File: src/verilog/msg_rx_defs.svh
// constants of the datalink message receiver: offsets, fields, codes
// assumes nothing; included by the package and every design file
`ifndef MSG_RX_DEFS_SVH
`define MSG_RX_DEFS_SVH
// register word indices, byte address is four times the index
`define IDX_CTRL 10'h018
`define IDX_STAT 10'h019
`define IDX_EVT_STAT 10'h01A
`define IDX_EVT_CLR 10'h01B
`define IDX_EVT_EN 10'h01C
`define IDX_BUF 10'h040
`define IDX_BUF_END 10'h092
// control and status field positions
`define CTRL_ON 2
`define CTRL_IEN 1
`define CTRL_FLAG 0
`define EV_DONE 0
`define EV_ABORT 1
`define EV_FCS 2
`define EV_W 3
// frame layout and codes
`define BUF_WORDS 82
`define BUF_DEPTH 7'h52
`define LEN_SHORT 7'h4C
`define LEN_LONG 7'h52
`define KIND_INTL 2'h3
`define HDR_CR_BYTE 2'h0
`define HDR_LAST 2'h3
`define CR_BIT 1
`define HOLD_FULL 2'h2
`define FLAG_BYTE 8'h7E
`define ONES_STUFF 3'h5
`define ONES_ABORT 3'h7
`define CRC_INIT 16'hFFFF
`define CRC_POLY 16'h8408
`define CRC_GOOD 16'hF0B8
`endif

File: src/verilog/msg_rx_pkg.sv
// types shared by the datalink message receiver modules
// assumes msg_rx_defs.svh is on the include path
package msg_rx_pkg;
`include "msg_rx_defs.svh"
    // =========================================================
    // enumerations
    typedef enum logic [1:0] {ST_HUNT, ST_HEAD, ST_BODY} rx_phase_t;
    typedef enum logic [2:0] {
        SEL_CTRL, SEL_STAT, SEL_ESTAT, SEL_ECLR, SEL_EEN, SEL_BUF, SEL_NONE
    } reg_sel_t;
    // =========================================================
    // carriers and state records
    typedef struct packed {
        logic flag;
        logic abort;
        logic byte_ok;
        logic [7:0] data;
        logic crc_good;
        logic flag_on;
    } dfr_evt_t;
    typedef struct packed {
        logic [7:0] shift;
        logic [2:0] ones;
        logic [2:0] nbits;
        logic [7:0] acc;
        logic [15:0] crc;
        dfr_evt_t evt;
    } dfr_state_t;
    typedef struct packed {
        logic en;
        logic [6:0] idx;
        logic [7:0] data;
    } buf_wr_t;
    typedef struct packed {
        logic [`BUF_WORDS-1:0][7:0] mem;
    } buf_state_t;
    typedef struct packed {
        rx_phase_t fsm;
        logic [1:0] hdr_cnt;
        logic hdr_cr;
        logic [1:0] hdr_kind;
        logic [7:0] hold0;
        logic [7:0] hold1;
        logic [1:0] nheld;
        logic [6:0] wr_idx;
        buf_wr_t bw;
        logic on;
        logic irq_en;
        logic flag;
        logic [1:0] kind;
        logic cr;
        logic fcs_bad;
        logic finished;
        logic abort_q;
        logic [`EV_W-1:0] evt_status;
        logic [`EV_W-1:0] evt_en;
        logic [31:0] prdata;
    } rx_state_t;
endpackage : msg_rx_pkg

File: src/verilog/ds3_datalink_message_receiver.sv
// datalink message receiver: frames, header capture, buffer, apb registers
// assumes datalink bits come from framer logic on pclk, apb master on pclk
`timescale 1ns/100ps
`include "msg_rx_defs.svh"

// Function
// - Frames are taken only while the receiver-on bit is 1, which resets to 0.
// - With its enable set, completion raises an interrupt after payload storage.
// - The completion flag sets on a stored message and clears when software reads it.
// - The abort bit reads 1 while seven or more ones in a row are seen, else 0.
// - Bits 5:4 give the message kind, three short kinds and one long kind.
// - A status bit holds the command/response bit of the latest frame header.
// - A status bit reads 1 when the latest frame failed its check sequence.
// - The end-of-message bit sets once a whole frame has been received.
// - The end-of-message bit clears once a valid header of a new frame arrives.
// - The flag-present bit reads 1 while the flag byte is seen on the link.
module ds3_datalink_message_receiver import msg_rx_pkg::*; (
    // clock and reset
    input wire logic pclk,
    input wire logic presetn,
    // apb slave
    input wire logic psel,
    input wire logic penable,
    input wire logic pwrite,
    input wire logic [11:0] paddr,
    input wire logic [31:0] pwdata,
    output logic [31:0] prdata,
    output logic pready,
    output logic pslverr,
    // datalink bits from the framer
    input wire logic datalink_overhead_bits,
    input wire logic datalink_bit_valid,
    // interrupt
    output logic irq
);
    rx_state_t st;
    rx_state_t next_st;
    dfr_evt_t evt;
    reg_sel_t sel;
    logic [31:0] rd_word;
    logic [6:0] buf_idx;
    logic [7:0] buf_rd;
    logic [6:0] exp_len;
    logic frame_bad;
    logic acc_rd;
    logic acc_wr;
    logic done_now;

    // =========================================================
    // register address decode, shared by reads and writes
    function automatic reg_sel_t decode(input logic [11:0] a);
        logic [9:0] w;
        w = a[11:2];
        if (a[1:0] != 2'h0) begin
            decode = SEL_NONE;
        end else if (w == `IDX_CTRL) begin
            decode = SEL_CTRL;
        end else if (w == `IDX_STAT) begin
            decode = SEL_STAT;
        end else if (w == `IDX_EVT_STAT) begin
            decode = SEL_ESTAT;
        end else if (w == `IDX_EVT_CLR) begin
            decode = SEL_ECLR;
        end else if (w == `IDX_EVT_EN) begin
            decode = SEL_EEN;
        end else if (w >= `IDX_BUF && w < `IDX_BUF_END) begin
            decode = SEL_BUF;
        end else begin
            decode = SEL_NONE;
        end
    endfunction : decode

    // =========================================================
    // bit level framing and payload storage
    hdlc_bit_deframer u_deframer (
        .pclk(pclk),
        .presetn(presetn),
        .bit_in(datalink_overhead_bits),
        .bit_valid(datalink_bit_valid),
        .evt(evt)
    );

    payload_store u_store (
        .pclk(pclk),
        .presetn(presetn),
        .wr(st.bw),
        .rd_idx(buf_idx),
        .rd_data(buf_rd)
    );

    // =========================================================
    // bus decode and handshake
    assign sel = decode(paddr);
    assign acc_rd = psel && penable && !pwrite;
    assign acc_wr = psel && penable && pwrite;
    assign buf_idx = 7'(paddr[11:2] - `IDX_BUF);
    // zero wait states: data was captured in the setup cycle
    assign pready = psel && penable;
    assign pslverr = psel && penable && (sel == SEL_NONE);
    assign prdata = st.prdata;

    // read word; clear register is write-only and reads zero
    always_comb begin
        rd_word = 32'h0000_0000;
        case (sel)
            SEL_CTRL: begin
                rd_word[`CTRL_ON:`CTRL_FLAG] = {st.on, st.irq_en, st.flag};
            end
            SEL_STAT: begin
                rd_word[6:0] = {evt.abort, st.kind, st.cr,
                                st.fcs_bad, st.finished, evt.flag_on};
            end
            SEL_ESTAT: begin
                rd_word[`EV_W-1:0] = st.evt_status;
            end
            SEL_EEN: begin
                rd_word[`EV_W-1:0] = st.evt_en;
            end
            SEL_BUF: begin
                rd_word[7:0] = buf_rd;
            end
            default: begin
                rd_word = 32'h0000_0000;
            end
        endcase
    end

    // =========================================================
    // completion checks: length follows the kind, long kind is longer
    assign exp_len = (st.hdr_kind == `KIND_INTL) ? `LEN_LONG : `LEN_SHORT;
    assign frame_bad = !evt.crc_good || (st.wr_idx != exp_len);

    // =========================================================
    // next state: bus side first so hardware sets below win over clears
    always_comb begin
        next_st = st;
        next_st.bw.en = 1'b0;
        next_st.abort_q = evt.abort;
        done_now = 1'b0;
        if (psel && !penable) begin
            next_st.prdata = rd_word;
        end
        // only a flag that was actually returned is cleared
        if (acc_rd && sel == SEL_CTRL && st.prdata[`CTRL_FLAG]) begin
            next_st.flag = 1'b0;
        end
        if (acc_wr) begin
            case (sel)
                SEL_CTRL: begin
                    next_st.on = pwdata[`CTRL_ON];
                    next_st.irq_en = pwdata[`CTRL_IEN];
                end
                SEL_ECLR: begin
                    next_st.evt_status = st.evt_status & ~pwdata[`EV_W-1:0];
                end
                SEL_EEN: begin
                    next_st.evt_en = pwdata[`EV_W-1:0];
                end
                default: begin
                    next_st.evt_en = st.evt_en;
                end
            endcase
        end
        // message sequence; disabling drops any frame in progress
        if (!st.on) begin
            next_st.fsm = ST_HUNT;
        end else if (evt.abort) begin
            next_st.fsm = ST_HUNT;
        end else begin
            case (st.fsm)
                ST_HUNT: begin
                    if (evt.flag) begin
                        next_st.fsm = ST_HEAD;
                        next_st.hdr_cnt = 2'h0;
                    end
                end
                ST_HEAD: begin
                    if (evt.flag) begin
                        next_st.hdr_cnt = 2'h0;
                    end else if (evt.byte_ok) begin
                        if (st.hdr_cnt == `HDR_CR_BYTE) begin
                            next_st.hdr_cr = evt.data[`CR_BIT];
                        end
                        if (st.hdr_cnt == `HDR_LAST) begin
                            next_st.hdr_kind = evt.data[1:0];
                            next_st.fsm = ST_BODY;
                            next_st.finished = 1'b0;
                            next_st.nheld = 2'h0;
                            next_st.wr_idx = 7'h00;
                        end
                        next_st.hdr_cnt = st.hdr_cnt + 2'h1;
                    end
                end
                ST_BODY: begin
                    if (evt.flag) begin
                        done_now = 1'b1;
                        next_st.fsm = ST_HEAD;
                        next_st.hdr_cnt = 2'h0;
                    end else if (evt.byte_ok) begin
                        // two bytes held back: the last two are the check sequence
                        if (st.nheld == `HOLD_FULL) begin
                            if (st.wr_idx != `BUF_DEPTH) begin
                                next_st.bw.en = 1'b1;
                                next_st.bw.idx = st.wr_idx;
                                next_st.bw.data = st.hold1;
                                next_st.wr_idx = st.wr_idx + 7'h01;
                            end
                        end else begin
                            next_st.nheld = st.nheld + 2'h1;
                        end
                        next_st.hold1 = st.hold0;
                        next_st.hold0 = evt.data;
                    end
                end
                default: begin
                    next_st.fsm = ST_HUNT;
                end
            endcase
        end
        // completion: last write left one byte earlier, so buffer is settled
        if (done_now) begin
            next_st.kind = st.hdr_kind;
            next_st.cr = st.hdr_cr;
            next_st.fcs_bad = frame_bad;
            next_st.finished = 1'b1;
            next_st.flag = 1'b1;
            next_st.evt_status[`EV_DONE] = 1'b1;
            if (frame_bad) begin
                next_st.evt_status[`EV_FCS] = 1'b1;
            end
        end
        if (st.on && evt.abort && !st.abort_q) begin
            next_st.evt_status[`EV_ABORT] = 1'b1;
        end
    end

    // state register
    always_ff @(posedge pclk or negedge presetn) begin
        if (!presetn) begin
            st <= '0;
        end else begin
            st <= next_st;
        end
    end

    // =========================================================
    // interrupt: completion flag plus the event register group
    assign irq = (st.flag && st.irq_en) || |(st.evt_status & st.evt_en);
endmodule : ds3_datalink_message_receiver

File: src/verilog/hdlc_bit_deframer.sv
// bit level deframer: flags, aborts, zero removal, bytes, check sequence
// assumes bits arrive lsb first with a one-cycle valid on pclk
`timescale 1ns/100ps
`include "msg_rx_defs.svh"
module hdlc_bit_deframer import msg_rx_pkg::*; (
    // clock and reset
    input wire logic pclk,
    input wire logic presetn,
    // serial datalink bits
    input wire logic bit_in,
    input wire logic bit_valid,
    // framing events
    output dfr_evt_t evt
);
    dfr_state_t st;
    dfr_state_t next_st;

    // =========================================================
    // check sequence, one byte lsb first
    function automatic logic [15:0] crc_byte(input logic [15:0] c,
                                             input logic [7:0] d);
        logic [15:0] r;
        r = c;
        for (int i = 0; i < 8; i++) begin
            r = (r[0] ^ d[i]) ? ((r >> 1) ^ `CRC_POLY) : (r >> 1);
        end
        crc_byte = r;
    endfunction : crc_byte

    // =========================================================
    // next state; flag has priority so its own bits never make a byte
    always_comb begin
        next_st = st;
        next_st.evt.flag = 1'b0;
        next_st.evt.byte_ok = 1'b0;
        if (bit_valid) begin
            next_st.shift = {bit_in, st.shift[7:1]};
            if (!bit_in) begin
                next_st.ones = 3'h0;
            end else if (st.ones != `ONES_ABORT) begin
                next_st.ones = st.ones + 3'h1;
            end
            next_st.evt.abort = (next_st.ones == `ONES_ABORT);
            if (next_st.shift == `FLAG_BYTE) begin
                next_st.evt.flag = 1'b1;
                next_st.evt.flag_on = 1'b1;
                next_st.evt.crc_good = (st.crc == `CRC_GOOD);
                next_st.nbits = 3'h0;
                next_st.crc = `CRC_INIT;
            end else if (next_st.ones == `ONES_ABORT) begin
                next_st.nbits = 3'h0;
                next_st.evt.flag_on = 1'b0;
            end else if (!(!bit_in && st.ones == `ONES_STUFF)) begin
                // a zero after five ones is stuffing and is dropped
                next_st.acc = {bit_in, st.acc[7:1]};
                next_st.nbits = st.nbits + 3'h1;
                if (st.nbits == 3'h7) begin
                    next_st.evt.byte_ok = 1'b1;
                    next_st.evt.data = next_st.acc;
                    next_st.evt.flag_on = 1'b0;
                    next_st.crc = crc_byte(st.crc, next_st.acc);
                end
            end
        end
    end

    // state register
    always_ff @(posedge pclk or negedge presetn) begin
        if (!presetn) begin
            st <= '0;
        end else begin
            st <= next_st;
        end
    end

    assign evt = st.evt;
endmodule : hdlc_bit_deframer

File: src/verilog/payload_store.sv
// receive message buffer held in flip-flops, one write and one read port
// assumes writes come from the message logic on the same clock
`timescale 1ns/100ps
`include "msg_rx_defs.svh"
module payload_store import msg_rx_pkg::*; (
    // clock and reset
    input wire logic pclk,
    input wire logic presetn,
    // write port
    input buf_wr_t wr,
    // read port
    input wire logic [6:0] rd_idx,
    output logic [7:0] rd_data
);
    buf_state_t st;
    buf_state_t next_st;

    // =========================================================
    // storage; out of range writes are dropped
    always_comb begin
        next_st = st;
        if (wr.en && wr.idx < `BUF_DEPTH) begin
            next_st.mem[wr.idx] = wr.data;
        end
    end

    always_ff @(posedge pclk or negedge presetn) begin
        if (!presetn) begin
            st <= '0;
        end else begin
            st <= next_st;
        end
    end

    // reads past the end return zero
    assign rd_data = (rd_idx < `BUF_DEPTH) ? st.mem[rd_idx] : 8'h00;
endmodule : payload_store

File: config.mk
export PLATFORM = sky130hd
export DESIGN_NAME = ds3_datalink_message_receiver
export DESIGN_NICKNAME = d
export VERILOG_FILES = /design/src/verilog/msg_rx_pkg.sv /design/src/verilog/ds3_datalink_message_receiver.sv /design/src/verilog/hdlc_bit_deframer.sv /design/src/verilog/payload_store.sv
export VERILOG_INCLUDE_DIRS = /design/src /design/src/verilog
export SDC_FILE = /design/constraint.sdc
export NUM_CORES = 1
export LEC_CHECK = 0
export ABC_AREA = 1
export BUFFER_PORTS_ARGS = -buffer_cell sky130_fd_sc_hd__buf_4
export CAP_MARGIN = 20
export CORE_ASPECT_RATIO = 2
export CORE_UTILIZATION = 28
export DETAILED_ROUTE_END_ITERATION = 16
export SLEW_MARGIN = 10
export SYNTH_ARGS = -nofsm -noshare
export SYNTH_HDL_FRONTEND = slang
export SYNTH_SLANG_ARGS = --single-unit
File: constraint.sdc
create_clock -name pclk -period 5.6 [get_ports pclk]
set_input_delay 0.56 -clock pclk [delete_from_list [all_inputs] [get_ports pclk]]
set_output_delay 0.56 -clock pclk [all_outputs]
set_load 0.03 [all_outputs]
==> impl_results.md <==
* Outcome: complete, no violations
* PortBufs at 32
* Die W at 253 um
* Unrepaired setup endpoints after global routing: false
* First-pass GRT wire length at 168000 um
* Die area at 0.127 sq mm
* Via/cell ratio at slightly below 5
* # IOs at 86
* Hold crit path type: in2reg
* Final hold violation count at 0
* Count of routing violations after the opening detailed-route iteration at 2186
* H-Tree Level Count at 2
* Row cnt at 183
* Setup Viol. Count Final at 0
* Yosys reg bits at 776
* Routed Antenna Nets at 0
* Non-Filler Instances at 5973
* # clock sinks at 776
* Tmin final at 3340 ps
* Router iterations before antenna repair at 6
* Netlist cell types at between 40 and 50
* Actual slew at the worst max-slew pin at 1150 ps
* Layout cell share with drive strength beyond 1 at 5.73%
* Post-Route Setup TNS at 0 ps
* TritonCTS clock tree: built
* Total CTS buffers at 61
* Clock Path Buffers at 3
* Worst Setup Start Kind: primary input
* Peak Freq at 300 MHz
* Post-DP HPWL at 70600 um
* Die height at 504 um
* Mapped Cells at 4390
* Routed WL at 108000 um
* Hold_sp: pwdata[0]
* Yosys Warn Count at 0
* Total track usage at 17.1%
* Largest area contributor in the netlist: dfrtp_1
* Routability cong. at 0.870
* Routed len/inst at around 18 um
* Total core area at approximately 0.12 sq mm
* Area growth from synthesis to layout at 11.1%
* Hold_ws at 168 ps
* Starting density of the core at 28.3%
* Congestion Overflow GR at 0
* IR drop worst, VDD at 373 uV
* CP Capture Type: primary output
* Critical path arrival at 2780 ps
* Ys async rst share at 100%
* Pwr Total at 0.0117 W
* Max cap viols at 0
* Pin count of the biggest net entering global routing at around 170
* Pwr/cell area at roughly 300 mW/mm^2
* Final worst-path cycle share at between 50% and 60%
* Commonest cells after routing, fill and taps aside: 1927 x nand2_1, 776 x dfrtp_1, 750 x o21ai_0
* CP Max Fanout at 15
* Root Buffer: clkbuf_16
* Setup crit start: paddr[6]
* Remaining DRCs at 0
* Vias in the first global route at 28300
* Type of the worst setup path: in2out
* Post-placement setup slack at 2160 ps
* Routed vias at just under 30000
* Sequential element share of the synthesized area at 55.1%
* Mapped Area at 0.0352 sq mm
* Top post-synthesis cells by area: dfrtp_1 55%, nand2_1 21%, o21ai_0 11%
* Reg-to-Reg Start: st[60]$_DFFE_PN0P_
* Final worst setup slack at ~2300 ps
* Top FF cell, synth: dfrtp_1
* Number of enable flip-flop cells after synthesis at 0
* Fin nets at between 4000 and 5000
* Most common cell after layout, fill and taps aside: nand2_1
* Leak at 17.8 nW
* Mapped Avg Cell Area at 8.03 sq um
* Max-slew violations at 0
* Initial antenna violation count at 2
* Headroom to the max-slew limit at between 20% and 30%
* CP required at just over 5000 ps
* Worst skew pair latency at 670 ps
* Final Skew at between 20 and 25 ps
* Reg clk slew, reported paths at ~70 ps
* Share of the synthesized area in the top cell type at a little under three fifths
* Dpl cells at 5858
-- critical path, cell delays in order --
cell and delay (ps):
buf_4 200, inv_2 130, nor2_2 410, nand2_1 130, nor2_2 490, nor2_1 160
a21oi_2 400, nor3_1 90, buf_4 180
-- synthesized netlist by cell type (14+ instances only) --
| cell type | number |
|---|---|
| dfrtp_1 | 776 |
| a21oi_1 | 57 |
| nand2_1 | 1927 |
| clkbuf_1 | 159 |
| o21ai_0 | 750 |
| xnor2_1 | 14 |
| a31oi_1 | 19 |
| inv_1 | 99 |
| nor2_1 | 161 |
| buf_1 | 16 |
| a22oi_1 | 74 |
| nand3_1 | 65 |
| buf_4 | 34 |
| nand4_1 | 60 |
| buf_2 | 91 |
-- what timing repair did --
action / CTS / global route
hold buffers: 1 / 0
gates resized for setup: 0 / 0
buffers inserted: 0 / 0
hold endpoints to repair: 33 / 0
-- power by group --
group          total (W)  leakage (nW)  switching [W]  internal (W)
Clock            0.00502          1.12        0.00217       0.00285
Sequential       0.00581          10.7      0.0000934       0.00572
Combinational   0.000887          5.97       0.000620      0.000266
-- metrics by stage --
stage | util, % | cell area [sq um]
floorplan | - | 35300
global placement | 29.6 | 36900
detailed placement | 29.6 | 36900
CTS | 31.4 | 39200
global route | 31.4 | 39200
finish | 31.4 | 39200
-- logic make-up after synthesis --
group | synth area share (%)
flops | 55.1
compound gates | 13.8
simple gates | 25.2
other cells | 0.0106
fa+ha+maj | 0.320
xor+xnor | 0.497
buf+inv | 5.07
-- worst paths after layout --
| path | depth (start not counted) | to | slack, ps |
|---|---|---|---|
| worst min register to register | 1 | st[36]$_DFFE_PN0P_ | 450 |
| min in group asynchronous | 2 | u_store.st[137]$_DFFE_PN0P_ | 500 |
| worst min-delay path | 3 | st[32]$_DFFE_PN0P_ | 170 |
| worst max-delay path | 9 | pslverr | 2260 |
| max in group asynchronous | 3 | u_store.st[38]$_DFFE_PN0P_ | 3510 |
| worst max register to register | 7 | u_store.st[572]$_DFFE_PN0P_ | 2380 |
-- flip-flops by register name, indices dropped and copies added, names as in the netlist --
name,count
st,63
u_store.st,656
prdata,8
u_deframer.evt,13
u_deframer.st,36
-- cell type report --
class / count / area (sq um)
Antenna cell: 1 / 2.50
Timing Repair Buffer: 83 / 771
Sequential cell: 776 / 19400
Inverter: 107 / 407
Clock buffer: 78 / 1740
Tap cell: 1665 / 2080
Clock inverter: 35 / 552
Fill cell: 13400 / 85400
Multi-Input combinational cell: 3228 / 14200
-- metal layers --
layer | GRT usage (%) | vias to the layer above | wire length [um]
met3 | 1.44 | 274 | 4120
met2 | 31.1 | 810 | 55300
met4 | 13.2 | 2 | 8840
met5 | 0 | - | 12
li1 | - | 13800 | -
met1 | 18.1 | 14000 | 39700
Note: power is estimated with default switching activity, not from simulation.
